===== src/rtl/tpd_regs.svh =====
`ifndef TPD_REGS_SVH
`define TPD_REGS_SVH
// detector pattern select codes
`define TPD_SEL_QRSS20      2'h0
`define TPD_SEL_PRBS15      2'h1
`define TPD_SEL_PRBS11      2'h2
`define TPD_SEL_USER        2'h3
// count source select codes
`define TPD_SRC_LINE_BIPOLAR_VIOLATION        3'h0
`define TPD_SRC_LINE_EXCESS_ZEROS        3'h1
`define TPD_SRC_LBOTH       3'h2
`define TPD_SRC_SYSTEM_BIPOLAR_VIOLATION        3'h3
`define TPD_SRC_SYSTEM_EXCESS_ZEROS        3'h4
`define TPD_SRC_SBOTH       3'h5
`define TPD_SRC_PATTERN     3'h6
// synchronisation window
`define TPD_WINDOW_BITS     64
`define TPD_LOSS_ERRORS     6
// inband error budget: one error per hundred bits
`define TPD_IB_BLOCK_BITS   100
`define TPD_IB_BLOCK_ERRS   1
// inband persistence times in microseconds
`define TPD_LOOPUP_US       40000
`define TPD_LOOPDOWN_US     30000
`define TPD_AUTO_US         5100000
// master clock rate and one second
`define TPD_CLK_HZ          20000000
`define TPD_SECOND_CYCLES   (`TPD_CLK_HZ)
`define TPD_US_TO_CYC(us)   ((us) * (`TPD_CLK_HZ / 1000000))
`endif


===== src/rtl/tpd_pkg.sv =====
package tpd_pkg;
    // raw error event strobes from the decoders
    typedef struct packed {
        logic line_bipolar_violation;
        logic line_excess_zeros;
        logic system_bipolar_violation;
        logic system_excess_zeros;
    } tpd_err_events_t;
    // sticky interrupt status flags
    typedef struct packed {
        logic pattern_lock;
        logic pattern_error;
        logic loopup;
        logic loopdown;
        logic second_tick;
        logic count_overflow;
    } tpd_irq_t;
    // pattern synchroniser states
    typedef enum logic [0:0] {
        TPD_HUNT,
        TPD_LOCKED
    } tpd_sync_state_t;
endpackage : tpd_pkg


===== src/rtl/tpd_inband_det.sv =====
`timescale 1ns/1ps
`include "tpd_regs.svh"
// one inband code matcher with persistence timer
module tpd_inband_det #(
    parameter int unsigned HOLD_W = 27
) (
    // clock and reset
    input  wire logic              clk,
    input  wire logic              rst,
    // data bit and its strobe
    input  wire logic              bit_valid,
    input  wire logic              bit_in,
    // target code; length field n selects an n+5 bit code, sent msb first
    input  wire logic [1:0]        code_length,
    input  wire logic [7:0]        code_word,
    input  wire logic [HOLD_W-1:0] hold_cycles,
    // result
    output logic                   detected
);
    logic [2:0]        phase_reg;       // position within repeated code
    logic [6:0]        blk_cnt_reg;     // bits in current 100-bit block
    logic [6:0]        blk_err_reg;     // errors in current block
    logic              present_reg;     // code seen within budget
    logic [HOLD_W-1:0] dwell_reg;       // how long code has persisted
    logic [3:0]        len;             // length in bits
    logic              expect_bit;
    logic              miss;

    // four length codes cover 5 to 8 bits; 3 and 4 bit codes are not supported
    assign len        = 4'(code_length) + 4'h5;
    // compare against code bit, msb first, repeating
    assign expect_bit = code_word[3'(len - 4'h1) - phase_reg];
    assign miss       = bit_in ^ expect_bit;

    // phase walks the code; while hunting, a miss holds the phase so the data slips one bit
    // against the code; restarting at the code start instead can cycle forever on some codes
    always_ff @(posedge clk or posedge rst) begin
        if (rst) begin
            phase_reg <= 3'h0;
        end else if (bit_valid) begin
            if (miss && !present_reg) begin
                phase_reg <= phase_reg;
            end else if (phase_reg == 3'(len - 4'h1)) begin
                phase_reg <= 3'h0;
            end else begin
                phase_reg <= phase_reg + 3'h1;
            end
        end
    end

    // error rate no worse than one per hundred bits
    always_ff @(posedge clk or posedge rst) begin
        if (rst) begin
            blk_cnt_reg <= 7'h00;
            blk_err_reg <= 7'h00;
            present_reg <= 1'b0;
        end else if (bit_valid) begin
            if (blk_cnt_reg == 7'(`TPD_IB_BLOCK_BITS - 1)) begin
                present_reg <= (blk_err_reg + 7'(miss)) <= 7'(`TPD_IB_BLOCK_ERRS);
                blk_cnt_reg <= 7'h00;
                blk_err_reg <= 7'h00;
            end else begin
                blk_cnt_reg <= blk_cnt_reg + 7'h01;
                blk_err_reg <= blk_err_reg + 7'(miss);
            end
        end
    end

    // persistence counter: saturates once the hold time is passed
    always_ff @(posedge clk or posedge rst) begin
        if (rst) begin
            dwell_reg <= '0;
            detected  <= 1'b0;
        end else if (!present_reg) begin
            dwell_reg <= '0;
            detected  <= 1'b0;
        end else if (dwell_reg > hold_cycles) begin
            detected  <= 1'b1;
        end else begin
            dwell_reg <= dwell_reg + HOLD_W'(1);
        end
    end
endmodule : tpd_inband_det


===== src/rtl/tpd_prbs_det.sv =====
`timescale 1ns/1ps
`include "tpd_regs.svh"
// pattern reference and lock tracking
module tpd_prbs_det (
    // clock and reset
    input  wire logic        clk,
    input  wire logic        rst,
    // data
    input  wire logic        bit_valid,
    input  wire logic        bit_in,
    // config
    input  wire logic [1:0]  pattern_select,
    input  wire logic [23:0] user_pattern_word,
    // results
    output logic             locked,
    output logic             bit_error
);
    logic [23:0] shift_reg;        // recent data, also seeds the lfsr
    logic [4:0]  user_ptr_reg;     // position in user word
    logic [5:0]  win_cnt_reg;      // bits in current window
    logic [5:0]  match_run_reg;    // consecutive matching bits in hunt
    logic [3:0]  win_err_reg;      // errors in current window
    logic        expect_bit;
    logic        miss;

    // reference regenerated from received bits user word fixed
    always_comb begin
        case (pattern_select)
            `TPD_SEL_QRSS20: expect_bit = shift_reg[2] ^ shift_reg[19];
            `TPD_SEL_PRBS15: expect_bit = shift_reg[13] ^ shift_reg[14];
            `TPD_SEL_PRBS11: expect_bit = shift_reg[8] ^ shift_reg[10];
            default:         expect_bit = user_pattern_word[user_ptr_reg];
        endcase
    end
    assign miss      = bit_in ^ expect_bit;
    assign bit_error = bit_valid && locked && miss;

    // self-synchronising shift register and user pointer
    always_ff @(posedge clk or posedge rst) begin
        if (rst) begin
            shift_reg    <= 24'h000000;
            user_ptr_reg <= 5'h17;
        end else if (bit_valid) begin
            shift_reg <= {shift_reg[22:0], bit_in};
            if (!locked && miss) begin
                user_ptr_reg <= 5'h17;
            end else if (user_ptr_reg == 5'h00) begin
                user_ptr_reg <= 5'h17;
            end else begin
                user_ptr_reg <= user_ptr_reg - 5'h01;
            end
        end
    end

    // lock after 64 clean bits in a row, drop on more than 6 errors per window
    always_ff @(posedge clk or posedge rst) begin
        if (rst) begin
            locked        <= 1'b0;
            match_run_reg <= 6'h00;
            win_cnt_reg   <= 6'h00;
            win_err_reg   <= 4'h0;
        end else if (bit_valid) begin
            if (!locked) begin
                if (miss) begin
                    match_run_reg <= 6'h00;
                end else if (match_run_reg == 6'(`TPD_WINDOW_BITS - 1)) begin
                    locked      <= 1'b1;
                    win_cnt_reg <= 6'h00;
                    win_err_reg <= 4'h0;
                end else begin
                    match_run_reg <= match_run_reg + 6'h01;
                end
            end else begin
                win_cnt_reg <= win_cnt_reg + 6'h01;
                if (win_err_reg + 4'(miss) > 4'(`TPD_LOSS_ERRORS)) begin
                    locked        <= 1'b0;
                    match_run_reg <= 6'h00;
                end else if (win_cnt_reg == 6'(`TPD_WINDOW_BITS - 1)) begin
                    win_err_reg <= 4'h0;
                end else begin
                    win_err_reg <= win_err_reg + 4'(miss);
                end
            end
        end
    end
endmodule : tpd_prbs_det


===== src/rtl/tpd_top.sv =====
`timescale 1ns/1ps
`include "tpd_regs.svh"
// Behaviour
// - optional inversion before pattern comparison
// - regenerate prbs or qrss from incoming data
// - user mode compares against 24-bit word
// - direction bit picks receive or transmit data
// - lock after 64 clean bits in a row
// - unlock on over six errors per window
// - count mismatches when locked, flag error interrupt
// - lock interrupt on rise or either edge
// - inband codes five to eight bits, programmable
// - inband present at error rate of at most 1/100
// - manual: loop-up 40ms, loop-down 30ms
// - auto: loop-up 5.1s, enter loopback
// - auto: loop-down 5.1s, leave loopback
// - inband interrupts on rise or either edge
// - one 16-bit counter, seven selectable sources
// - no system bpv count in nrz mode
// - mode one updates count every second
// - second timer from clock sets tick flag
// - update copies count, reloads live counter with this cycle's event
// - overflow flag when saturated and more errors
// - inband detection always runs
// - direction zero receive, one transmit
// - mode zero updates only on request
// - rising latch request triggers manual update
module tpd_top #(
    parameter int unsigned SECOND_CYCLES = `TPD_SECOND_CYCLES,
    parameter int unsigned LOOPUP_CYCLES = `TPD_US_TO_CYC(`TPD_LOOPUP_US),
    parameter int unsigned LOOPDN_CYCLES = `TPD_US_TO_CYC(`TPD_LOOPDOWN_US),
    parameter int unsigned AUTO_CYCLES   = `TPD_US_TO_CYC(`TPD_AUTO_US)
) (
    // clock and reset
    input  wire logic                     clk,
    input  wire logic                     rst,
    // decoded data from the two paths
    input  wire logic                     rx_bit_valid,
    input  wire logic                     rx_bit,
    input  wire logic                     tx_bit_valid,
    input  wire logic                     tx_bit,
    // error strobes and tx format
    input  wire tpd_pkg::tpd_err_events_t err_events,
    input  wire logic                     tx_single_rail_nrz,
    // pattern detector config
    input  wire logic                     detect_invert,
    input  wire logic                     detect_direction,
    input  wire logic [1:0]               pattern_select,
    input  wire logic [23:0]              user_pattern_word,
    // inband config
    input  wire logic [1:0]               loopup_code_length,
    input  wire logic [1:0]               loopdown_code_length,
    input  wire logic [7:0]               loopup_code,
    input  wire logic [7:0]               loopdown_code,
    input  wire logic                     auto_loopback_enable,
    // edge selects and masks
    input  wire logic                     pattern_lock_edge_select,
    input  wire logic                     inband_edge_select,
    input  wire tpd_pkg::tpd_irq_t        irq_mask,
    input  wire tpd_pkg::tpd_irq_t        irq_clear,
    // counter config
    input  wire logic [2:0]               count_source_select,
    input  wire logic                     count_update_mode,
    input  wire logic                     count_latch_request,
    // status
    output logic                          pattern_lock_status,
    output logic                          loopup_status,
    output logic                          loopdown_status,
    output tpd_pkg::tpd_irq_t             irq_status,
    output logic                          irq_n,
    output logic [7:0]                    count_hold_high,
    output logic [7:0]                    count_hold_low,
    output logic                          remote_loopback,
    output logic                          digital_loopback
);
    localparam int unsigned HW = 27;     // wide enough for 5.1 s of cycles

    logic        sel_valid;              // strobe of chosen path
    logic        sel_bit;                // chosen and maybe inverted bit
    logic        lock;                   // synchroniser lock
    logic        pat_err;                // one pattern error strobe
    logic        up_det;                 // loop-up persisted
    logic        dn_det;                 // loop-down persisted
    logic        lock_d_reg;             // previous lock
    logic        up_d_reg;               // previous loop-up status
    logic        dn_d_reg;               // previous loop-down status
    logic        req_d_reg;              // previous latch request
    logic [31:0] sec_cnt_reg;            // one second divider
    logic        tick;                   // second expiry
    logic        update;                 // copy and restart event
    logic        count_event;            // selected error source fires
    logic [15:0] live_reg;               // live error counter
    logic [15:0] hold_reg;               // holding copy for the host
    logic [HW-1:0] up_hold;              // loop-up persistence
    logic [HW-1:0] dn_hold;              // loop-down persistence
    tpd_pkg::tpd_irq_t irq_set;          // this cycle's events

    // pick the path, then invert if asked
    assign sel_valid = detect_direction ? tx_bit_valid : rx_bit_valid;
    assign sel_bit   = (detect_direction ? tx_bit : rx_bit) ^ detect_invert;

    // pattern synchroniser and comparator
    tpd_prbs_det u_prbs (
        .clk               (clk),
        .rst               (rst),
        .bit_valid         (sel_valid),
        .bit_in            (sel_bit),
        .pattern_select    (pattern_select),
        .user_pattern_word (user_pattern_word),
        .locked            (lock),
        .bit_error         (pat_err)
    );
    assign pattern_lock_status = lock;

    // persistence limits depend on auto loopback
    assign up_hold = auto_loopback_enable ? HW'(AUTO_CYCLES) : HW'(LOOPUP_CYCLES);
    assign dn_hold = auto_loopback_enable ? HW'(AUTO_CYCLES) : HW'(LOOPDN_CYCLES);

    // inband matchers run regardless of pattern select
    tpd_inband_det #(.HOLD_W(HW)) u_up (
        .clk         (clk),
        .rst         (rst),
        .bit_valid   (sel_valid),
        .bit_in      (sel_bit),
        .code_length (loopup_code_length),
        .code_word   (loopup_code),
        .hold_cycles (up_hold),
        .detected    (up_det)
    );
    tpd_inband_det #(.HOLD_W(HW)) u_dn (
        .clk         (clk),
        .rst         (rst),
        .bit_valid   (sel_valid),
        .bit_in      (sel_bit),
        .code_length (loopdown_code_length),
        .code_word   (loopdown_code),
        .hold_cycles (dn_hold),
        .detected    (dn_det)
    );
    assign loopup_status   = up_det;
    assign loopdown_status = dn_det;

    // automatic loopback; clearing the enable also leaves it
    always_ff @(posedge clk or posedge rst) begin
        if (rst) begin
            remote_loopback  <= 1'b0;
            digital_loopback <= 1'b0;
        end else if (!auto_loopback_enable) begin
            remote_loopback  <= 1'b0;
            digital_loopback <= 1'b0;
        end else if (dn_det && !dn_d_reg) begin
            remote_loopback  <= 1'b0;
            digital_loopback <= 1'b0;
        end else if (up_det && !up_d_reg) begin
            remote_loopback  <= !detect_direction;
            digital_loopback <= detect_direction;
        end
    end

    // edge history for interrupt triggers and latch request
    always_ff @(posedge clk or posedge rst) begin
        if (rst) begin
            lock_d_reg <= 1'b0;
            up_d_reg   <= 1'b0;
            dn_d_reg   <= 1'b0;
            req_d_reg  <= 1'b0;
        end else begin
            lock_d_reg <= lock;
            up_d_reg   <= up_det;
            dn_d_reg   <= dn_det;
            req_d_reg  <= count_latch_request;
        end
    end

    // one second divider from the master clock
    always_ff @(posedge clk or posedge rst) begin
        if (rst) begin
            sec_cnt_reg <= 32'h00000000;
        end else if (sec_cnt_reg == 32'(SECOND_CYCLES - 1)) begin
            sec_cnt_reg <= 32'h00000000;
        end else begin
            sec_cnt_reg <= sec_cnt_reg + 32'h00000001;
        end
    end
    assign tick = (sec_cnt_reg == 32'(SECOND_CYCLES - 1));

    // update source by mode
    assign update = count_update_mode ? tick : (count_latch_request && !req_d_reg);

    // source selection; system bpv silent in single rail nrz
    always_comb begin
        case (count_source_select)
            `TPD_SRC_LINE_BIPOLAR_VIOLATION:    count_event = err_events.line_bipolar_violation;
            `TPD_SRC_LINE_EXCESS_ZEROS:    count_event = err_events.line_excess_zeros;
            `TPD_SRC_LBOTH:   count_event = err_events.line_bipolar_violation
                                          | err_events.line_excess_zeros;
            `TPD_SRC_SYSTEM_BIPOLAR_VIOLATION:    count_event = err_events.system_bipolar_violation && !tx_single_rail_nrz;
            `TPD_SRC_SYSTEM_EXCESS_ZEROS:    count_event = err_events.system_excess_zeros;
            `TPD_SRC_SBOTH:   count_event = !tx_single_rail_nrz && (err_events.system_bipolar_violation
                                          | err_events.system_excess_zeros);
            `TPD_SRC_PATTERN: count_event = pat_err;
            default:          count_event = 1'b0;
        endcase
    end

    // live counter restarts on update, saturates at all ones
    always_ff @(posedge clk or posedge rst) begin
        if (rst) begin
            live_reg <= 16'h0000;
        end else if (update) begin
            live_reg <= {15'h0000, count_event};
        end else if (count_event && live_reg != 16'hFFFF) begin
            live_reg <= live_reg + 16'h0001;
        end
    end

    // holding copy is all the host sees
    always_ff @(posedge clk or posedge rst) begin
        if (rst) begin
            hold_reg <= 16'h0000;
        end else if (update) begin
            hold_reg <= live_reg;
        end
    end
    assign count_hold_high = hold_reg[15:8];
    assign count_hold_low  = hold_reg[7:0];

    // events feeding sticky status
    always_comb begin
        irq_set.pattern_lock   = (lock && !lock_d_reg) || (pattern_lock_edge_select && !lock && lock_d_reg);
        irq_set.pattern_error  = pat_err;
        irq_set.loopup         = (up_det && !up_d_reg) || (inband_edge_select && !up_det && up_d_reg);
        irq_set.loopdown       = (dn_det && !dn_d_reg) || (inband_edge_select && !dn_det && dn_d_reg);
        irq_set.second_tick    = tick;
        irq_set.count_overflow = count_event && live_reg == 16'hFFFF && !update;
    end

    // sticky flags: a set in the clear cycle wins
    always_ff @(posedge clk or posedge rst) begin
        if (rst) begin
            irq_status <= '0;
        end else begin
            irq_status <= (irq_status & ~irq_clear) | irq_set;
        end
    end

    // active-low interrupt from unmasked flags
    assign irq_n = ~|(irq_status & ~irq_mask);
endmodule : tpd_top


===== config.mk =====
export PLATFORM = sky130hd
export DESIGN_NAME = tpd_top
export DESIGN_NICKNAME = d
export VERILOG_FILES = /design/src/rtl/tpd_pkg.sv /design/src/rtl/tpd_inband_det.sv /design/src/rtl/tpd_prbs_det.sv /design/src/rtl/tpd_top.sv
export VERILOG_INCLUDE_DIRS = /design/src /design/src/rtl
export SDC_FILE = /design/constraint.sdc
export NUM_CORES = 1
export LEC_CHECK = 0
export BUFFER_PORTS_ARGS = -buffer_cell sky130_fd_sc_hd__buf_2
export CORE_MARGIN = 8
export CORE_UTILIZATION = 65
export DETAILED_ROUTE_END_ITERATION = 7
export HOLD_SLACK_MARGIN = 0.12
export MAX_ROUTING_LAYER = met4
export PLACE_DENSITY = 0.82
export REMOVE_ABC_BUFFERS = 1
export SYNTH_ARGS = -nofsm -noshare
export SYNTH_HDL_FRONTEND = slang
export SYNTH_HIERARCHICAL = 1
export SYNTH_SLANG_ARGS = --single-unit

===== constraint.sdc =====
create_clock -name clk -period 9.53 [get_ports clk]
set_input_delay 2.3825 -clock clk [delete_from_list [all_inputs] [get_ports clk]]
set_output_delay 2.3825 -clock clk [all_outputs]
set_load 0.02 [all_outputs]

==> run_results.csv, run 1 <==
group,metric,value,unit
finish,diodes,0,
clock_network,htreeDepth,1,
clock_network,cts-root-buf,"clkbuf_16",
routing,wl_per_cell,15.42,um
finish,multi_input_area,6849,um^2
finish,fill_cells,1360,
sta,tightestPinTransition,0.9706,ns
min_path,min_path_cells,2,
place,dp_cells,1704,
sta,finalSetupViolCount,0,
sta,rsz0062_at_grt,"no",
job,maxCapViolCount,0,
clock_network,cts_tree,"yes",
floorplan,io_pins,107,
critical_path,r2r_cells,14,
sta,fmax,183.5,MHz
synth,synth_top_cell_area_share,41.06,%
sta,hold_viol,0,
critical_path,start_kind,"input pin",
critical_path,end_kind,"output pin",
critical_path,crit_arrival,3.07,ns
grt,grt_overflow,0,
place,portBuffers,106,
min_path,hp-start,"hold_reg[0]$_DFFE_PP0N_",
finish,layout_common_cells,"206 x dfrtp_1, 173 x nand2_1, 106 x buf_2, 100 x inv_1, 78 x nor2_1",
synth,synth_area_leaders,"dfrtp_1 41%, ha_1 7.5%, nand2_1 5.2%",
clock_network,clkSinkCount,210,
pwr,power_frac_clock,34.9,%
clock_network,ctsResizeCount,0,
grt,grt_pass1_wl,46780,um
floorplan,die_h,155.0,um
place,preCtsSetupSlack,3.946,ns
floorplan,rows,51,
finish,register_area,5260,um^2
critical_path,r2r_end,"u_prbs/match_run_reg[0]$_DFFE_PP0P_",
run_status,status,"finished clean",
synth,syn_inst,1326,
routing,drcViolationCount,0,
synth,yosysTopAreaCell,"dfrtp_1",
clock_network,cts-buffers-inserted,24,
finish,largest_reg_flops,32,
clock_network,hold_buffers,0,
pwr,ir_drop,0.1730,mV
synth,ys_seq_elements,210,
floorplan,die_area,24020,um^2
routing,dr.pass1.iters,6,
clock_network,clk_latency,0.52,ns
sta,slew_viol_final,0,
sta,fin_crit_sh,57.18,%
grt,antenna_found_initial,0,
finish,final_common_cell,"dfrtp_1",
clock_network,cts_setup_buffers,0,
pwr,seq_power_share,43.2,%
synth,yosysSeqAreaShare,41.89,%
sta,slew-limit-headroom,35.20,%
floorplan,core,19210,um^2
critical_path,crit_fanout,1,
synth,yosysUniqueCellTypes,91,
synth,synth-edff-count,0,
finish,finalNonFillerCells,1748,
floorplan,chipWidth,155.0,um
routing,ant_nets,0,
clock_network,cts.clk_slew.worst_paths,0.06,ns
pwr,power.internal,1930,uW
place,dp_hpwl,19170,um
routing,viasPerCell,5.812,
sta,holdWs,0.4592,ns
grt,grt_max_degree,82,
sta,finalSetupTns,0,ns
sta,layout_setup_ws,4.080,ns
place,gp_congestion,0.8612,
routing,drt_iter0_drc,621,
routing,wl,26950,um
synth,synthFlopType,"dfrtp_1",
floorplan,start_util,65.37,%
synth,async_flop_share,100.0,%
finish,fin_nets,1621,
grt,grtUsageTotal,23.47,%
min_path,hold_class,"reg -> reg",
pwr,p_leak,0.006821,uW
synth,yosys_warnings,6,
critical_path,reg2reg_slack,5.71,ns
finish,drive_gt1_share,15.17,%
critical_path,required,7.15,ns
critical_path,r2r_start,"u_prbs/user_ptr_reg[1]$_DFFE_PP1P_",
synth,synth_area,12560,um^2
sta,finClkSkew,0.01417,ns
sta,period_needed,5.450,ns
grt,grt_pass1_vias,10280,
finish,syn2layout_area_growth,13.65,%
synth,syn_area_per_cell,9.469,um^2
pwr,switching_share,29.61,%
pwr,switchingPower,811.7,uW
clock_network,clock_path_buffers,3,
min_path,min_to,"hold_reg[0]$_DFFE_PP0N_",
pwr,p_comb_share,21.9,%
pwr,power_density,192.1,nW/um^2
critical_path,criticalPathCategory,"in -> out",
routing,vias,10160,
-- synthesized netlist by cell type (10+ instances only) --
cell type  instances
a21o_1            11
ha_1              75
clkbuf_1          23
o21ai_0           52
o31ai_1           10
nand2_1          173
nand3_1           50
dfrtp_1          206
o22ai_1           15
xor2_1            21
inv_1            103
nand4_1           43
nor3_1            16
and3_1            31
mux2i_1           39
mux2_2            25
a211oi_1          10
xnor2_1           43
nand2b_1          41
a21oi_1           58
nor2_1            78
or3_1             16
and2_1            14
-- area by class of cell --
type / instances / area share (%)
multi-input combinational: 1011 / 48.00
sequential: 210 / 36.86
clock buffer: 36 / 5.235
timing repair buffer: 115 / 4.191
inverter: 103 / 2.709
tap: 265 / 2.324
clock inverter: 8 / 0.6839
-- stage by stage --
step	power, uW	instance area, um^2	util (%)
4_1_cts	2762	14270	74.29
3_3_place_gp	1754	13430	69.90
6_report	2741	14270	74.29
3_5_place_dp	1792	13430	69.90
5_1_grt	2897	14270	74.29
2_1_floorplan	1631	12500	-
-- logic make-up after synthesis --
kind of cell / count (synthesis) / synth area share (%)
other cells: 2 / 0.05981
mux: 72 / 6.876
flops: 210 / 41.89
fa+ha+maj: 77 / 7.793
xor+xnor: 65 / 4.594
compound gates: 226 / 11.76
simple gates: 533 / 22.39
buf+inv: 141 / 4.634
-- power groups by stage --
stage | clock network [uW] | logic, uW | registers (uW)
after detailed placement | 0 | 597 | 1200
final | 956 | 601 | 1180
after global placement | 0 | 569 | 1190
after CTS | 975 | 605 | 1180
after floorplan | 0 | 465 | 1170
after global routing | 1010 | 681 | 1210
-- how the worst max path moves through the flow --
stage / from / to / slack (ns) / cells past startpoint
6_report: irq_mask[0] / irq_n / 4.08 / 4
5_1_grt: irq_mask[0] / irq_n / 4.07 / 4
4_1_cts: irq_mask[0] / irq_n / 4.06 / 4
3_5_place_dp: auto_loopback_enable / u_dn/dwell_reg[23]$_DFFE_PP0P_ / 3.95 / 11
3_3_place_gp: auto_loopback_enable / u_dn/dwell_reg[23]$_DFFE_PP0P_ / 4.00 / 11
2_1_floorplan: irq_mask[4] / irq_n / 4.20 / 2
-- worst max-delay path, stage by stage --
cell and delay (ns):
buf_2 0.10, o22ai_1 0.33, nor3_1 0.08, buf_2 0.17
-- layer usage --
metal	up-vias	GRT usage (%)	share of wire, %
li1	4946	-	-
met1	4937	29.02	44
met2	229	40.03	49
met3	48	3.135	4.7
met4	0	6.346	2.0
met5	-	-	0
Power figures use the tool's default switching activity.
==> inputs of run 2 (changes only) <==
CORE_UTILIZATION = 55   (was 65)
PLACE_DENSITY = 0.73   (was 0.82)
clock period = 4.9 ns   (was 9.53 ns; I/O delays follow)
==> run 2 against run 1 <==
  * Non-clock buffer count fell by 1
  * Hold slack barely moved
  * Clock power rose by 88%
==> run_results.csv, run 2 (synthesis results as in run 1) <==
group,metric,value,unit
floorplan,start_util,55.80,%
critical_path,criticalPathCategory,"in -> reg",
routing,drcViolationCount,0,
routing,wl,27000,um
floorplan,rows,55,
sta,fmax,244.2,MHz
critical_path,end_kind,"flip-flop",
grt,antenna_found_initial,1,
critical_path,crit_arrival,4.52,ns
pwr,seq_power_share,43.8,%
sta,hold_viol,0,
finish,final_common_cell,"dfrtp_1",
place,dp_hpwl,19390,um
pwr,power_frac_clock,34.3,%
pwr,ir_drop,0.2357,mV
clock_network,cts_setup_buffers,0,
grt,grt_overflow,0,
clock_network,cts.clk_slew.worst_paths,0.06,ns
routing,drt_iter0_drc,648,
floorplan,die_area,27920,um^2
sta,finalSetupTns,0,ns
finish,syn2layout_area_growth,13.50,%
critical_path,crit_fanout,8,
sta,finClkSkew,0.01085,ns
grt,grt_pass1_wl,47000,um
clock_network,hold_buffers,0,
critical_path,required,5.33,ns
clock_network,clk_latency,0.50,ns
clock_network,ctsResizeCount,0,
floorplan,chipWidth,167.1,um
sta,slew-limit-headroom,26.74,%
clock_network,cts-buffers-inserted,24,
run_status,status,"finished clean",
sta,finalSetupViolCount,0,
pwr,finalPower,5259,uW
pwr,p_comb_share,22.0,%
pwr,power_density,369.0,nW/um^2
sta,period_needed,4.095,ns
floorplan,die_h,167.1,um
critical_path,start_kind,"input pin",
routing,wl_per_cell,15.28,um
clock_network,cts_tree,"yes",
clock_network,htreeDepth,1,
routing,vias,9938,
sta,slew_viol_final,0,
sta,fin_crit_sh,83.57,%
grt,grt_pass1_vias,10020,
pwr,switchingPower,1555,uW
routing,viasPerCell,5.624,
clock_network,cts-root-buf,"clkbuf_16",
grt,grtUsageTotal,20.03,%
sta,rsz0062_at_grt,"no",
clock_network,clock_path_buffers,3,
pwr,p_leak,0.006793,uW
finish,layout_common_cells,"206 x dfrtp_1, 173 x nand2_1, 106 x buf_2, 100 x inv_1, 78 x nor2_1",
pwr,switching_share,29.57,%
place,gp_congestion,0.8215,
floorplan,core,22500,um^2
pwr,power.internal,3704,uW
place,portBuffers,106,
sta,tightestPinTransition,1.098,ns
floorplan,io_pins,107,
finish,fin_nets,1620,
routing,ant_nets,0,
clock_network,clkSinkCount,210,
finish,largest_reg_flops,32,
job,maxCapViolCount,0,
finish,drive_gt1_share,14.92,%
grt,grt_max_degree,81,
min_path,hold_class,"reg -> reg",
routing,dr.pass1.iters,5,
## run 2: routing by layer
layer | part of all wire [%] | track usage (%)
met2 | 48 | 32.92
met3 | 3.4 | 3.104
met4 | 1.6 | 4.426
met5 | 0 | -
met1 | 47 | 25.93
## run 2: worst paths after layout
kind	depth (start not counted)	end	startpoint	slack (ns)
setup / recovery	13	live_reg[13]$_DFFE_PP0P_	user_pattern_word[21]	0.81
hold / removal	2	hold_reg[12]$_DFFE_PP0N_	hold_reg[12]$_DFFE_PP0N_	0.46
setup reg to reg	12	live_reg[13]$_DFFE_PP0P_	u_prbs/user_ptr_reg[0]$_DFFE_PP1P_	0.89
hold reg to reg	2	hold_reg[12]$_DFFE_PP0N_	hold_reg[12]$_DFFE_PP0N_	0.46
max in group asynchronous	3	u_prbs/user_ptr_reg[1]$_DFFE_PP1P_	rst	2.97
min in group asynchronous	2	sec_cnt_reg[23]$_DFF_PP0_	rst	0.88
## run 2: final cells by class
type / count / area (um^2)
clock inverters: 8 / 92.59
inverters: 103 / 386.6
repair buffers: 114 / 590.6
clock buffers: 35 / 713.2
diodes: 1 / 2.502
well taps: 285 / 356.6
fillers: 1915 / 8252
flip-flops and latches: 210 / 5260
multi-input cells: 1011 / 6849
## run 2: power by group through the flow
stage / clock network (uW) / registers (uW) / logic, uW
final: 1800 / 2300 / 1160
after global routing: 1910 / 2350 / 1320
after CTS: 1840 / 2300 / 1170
after detailed placement: 0 / 2320 / 1150
after global placement: 0 / 2310 / 1110
after floorplan: 0 / 2270 / 904
## run 2: critical path, stage by stage
cell and delay [ns]:
buf_2 0.09, mux4_1 0.48, o22ai_1 0.23, nor4_2 0.09
a21oi_1 0.25, xor2_2 0.18, nor2_1 0.45, mux2i_1 0.14
o211a_1 0.18, a211oi_1 0.40, nand2_1 0.22, nor4_1 0.36
mux2i_1 0.23
## run 2: stage by stage
step | worst slack, ns | hold slack [ns] | cell area (um^2) | util (%) | std cells
final | 0.8050 | 0.4594 | 14250 | 63.33 | 1767
after global routing | 0.6083 | 0.4927 | 14250 | 63.33 | 1767
after CTS | 0.8426 | 0.4644 | 14250 | 63.32 | 1766
after detailed placement | 0.3122 | 0.4508 | 13440 | 59.74 | 1723
after global placement | 0.3720 | 0.4486 | 13440 | 59.74 | 1723
after floorplan | 0.8741 | 0.4376 | 12500 | - | 1324
==> inputs of run 3 (changes only) <==
CORE_UTILIZATION = 61   (was 55)
PLACE_DENSITY = 0.77   (was 0.73)
clock period = 4.1 ns   (was 4.9 ns; I/O delays follow)
==> run 3 against run 2 <==
  * Core utilization increased by 7.7 points
  * First-iteration DRC count increased by 12%
  * Combinational power increased by 22%
  * Critical path depth increased by 3
  * Largest cell class unchanged
  * Highest routed layer unchanged
==> run_results.csv, run 3 (synthesis results as in run 1) <==
group,metric,value,unit
run_status,status,"finished clean",
critical_path,crit_arrival,3.99,ns
place,portBuffers,106,
clock_network,clkSinkCount,210,
sta,finClkSkew,0.008415,ns
floorplan,die_area,25430,um^2
clock_network,ctsResizeCount,0,
floorplan,die_h,159.5,um
critical_path,crit_fanout,11,
clock_network,cts-buffers-inserted,24,
finish,largest_reg_flops,32,
critical_path,worstPathCellList,"mux4_1, o22ai_1, nor4_2, a21oi_1, xor2_2, inv_1, ha_1, ha_1, xor2_1, nand3_1, nand3_1, nand2_1, buf_4, inv_1, a21oi_1, nor2_1",
routing,dr_wl_met3,1292,um
grt,grtUsageTotal,22.00,%
floorplan,start_util,62.05,%
routing,dr.pass1.iters,7,
critical_path,criticalPathCategory,"reg -> reg",
routing,drt_iter0_drc,727,
min_path,hold_class,"in -> async",
clock_network,hold_buffers,0,
sta,rsz0062_at_grt,"no",
critical_path,end_kind,"flip-flop",
sta,fin_crit_sh,87.65,%
clock_network,clock_path_buffers,3,
pwr,power_density,442.9,nW/um^2
routing,ant_nets,0,
job,maxCapViolCount,0,
routing,drcViolationCount,0,
routing,wl_met2,13410,um
routing,wl,27570,um
grt,antenna_found_initial,0,
finish,final_common_cell,"dfrtp_1",
routing,wl_per_cell,15.57,um
pwr,ir_drop,0.4345,mV
finish,fin_nets,1638,
grt,grt_pass1_vias,10020,
routing,viasPerCell,5.718,
floorplan,chipWidth,159.5,um
sta,hold_viol,0,
sta,finalSetupViolCount,0,
pwr,finalPower,6370,uW
finish,register_area,5260,um^2
critical_path,start_kind,"flip-flop",
floorplan,rows,52,
floorplan,core,20230,um^2
finish,layout_common_cells,"206 x dfrtp_1, 173 x nand2_1, 106 x buf_2, 100 x inv_1, 78 x nor2_1",
place,gp_congestion,0.8578,
sta,slew-limit-headroom,31.29,%
sta,tightestPinTransition,1.029,ns
sta,slew_viol_final,0,
finish,diodes,0,
sta,finalSetupTns,0,ns
critical_path,slowest_stage,"dfstp_2",
grt,grt_max_degree,81,
place,dp_hpwl,19630,um
finish,syn2layout_area_growth,14.54,%
floorplan,io_pins,107,
routing,vias,10120,
routing,wl_met1,12360,um
routing,highest_layer,"met4",
clock_network,clk_latency,0.51,ns
grt,grt_pass1_wl,46930,um
finish,multi_input_area,6849,um^2
pwr,p_leak,0.006885,uW
clock_network,cts_setup_buffers,0,
clock_network,cts-root-buf,"clkbuf_16",
clock_network,cts.clk_slew.worst_paths,0.06,ns
clock_network,cts_tree,"yes",
sta,fmax,278.3,MHz
finish,drive_gt1_share,16.13,%
sta,period_needed,3.594,ns
critical_path,slowest_delay,0.65,ns
grt,grt_overflow,0,
finish,fill_cells,1534,
critical_path,required,4.50,ns
clock_network,htreeDepth,1,
[run 3: worst max-delay path: cells and delay by family, from the launching register on]
family	cells	cell delay, ns
xor gates and xnor gates	2	0.45
DFF	1	0.65
and+or+nand+nor	5	0.49
buffers and inverters	3	0.29
adders and majority gates	2	0.42
muxes	1	0.58
AOI/OAI and AO/OA	3	0.60
[run 3: final cells by class]
cell class / instances / share of cell area [%]
timing repair buffer: 132 / 5.046
multi-input combinational: 1011 / 47.62
sequential: 210 / 36.58
inverter: 103 / 2.688
clock buffer: 30 / 4.620
tap: 270 / 2.349
clock inverter: 14 / 1.096
[run 3: stage by stage]
stage	hold slack [ns]	util, %	setup slack [ns]	instance area, um^2	std cells
finish	0.4193	71.07	0.5062	14380	1770
global route	0.4145	71.07	0.2731	14380	1770
CTS	0.3988	71.07	0.5064	14380	1770
detailed placement	0.4504	67.01	0.04800	13560	1726
global placement	0.4464	67.01	0.1319	13560	1726
floorplan	0.4376	-	0.2741	12500	1324
[run 3: final timing paths]
path	depth (start not counted)	slack [ns]	startpoint	endpoint
max in group asynchronous	3	2.55	rst	u_prbs/user_ptr_reg[2]$_DFFE_PP1P_
hold reg to reg	2	0.46	hold_reg[0]$_DFFE_PP0N_	hold_reg[0]$_DFFE_PP0N_
setup / recovery	16	0.51	u_prbs/user_ptr_reg[0]$_DFFE_PP1P_	u_prbs/match_run_reg[5]$_DFFE_PP0P_
min in group clk	2	0.46	hold_reg[0]$_DFFE_PP0N_	hold_reg[0]$_DFFE_PP0N_
setup reg to reg	16	0.51	u_prbs/user_ptr_reg[0]$_DFFE_PP1P_	u_prbs/match_run_reg[5]$_DFFE_PP0P_
hold / removal	2	0.42	rst	lock_d_reg$_DFF_PP0_
[run 3: layer usage]
| metal | vias up | track usage (%) |
|---|---|---|
| met4 | 0 | 5.575 |
| met1 | 4892 | 27.68 |
| met2 | 224 | 36.63 |
| met3 | 40 | 3.413 |
| li1 | 4964 | - |
| met5 | - | - |
[run 3: where the power goes]
part	leakage, uW	internal, uW	switching, uW
combinational	0.00369	705	713
clock	0.000405	1340	864
sequential	0.00279	2410	336
total	0.00689	4460	1910
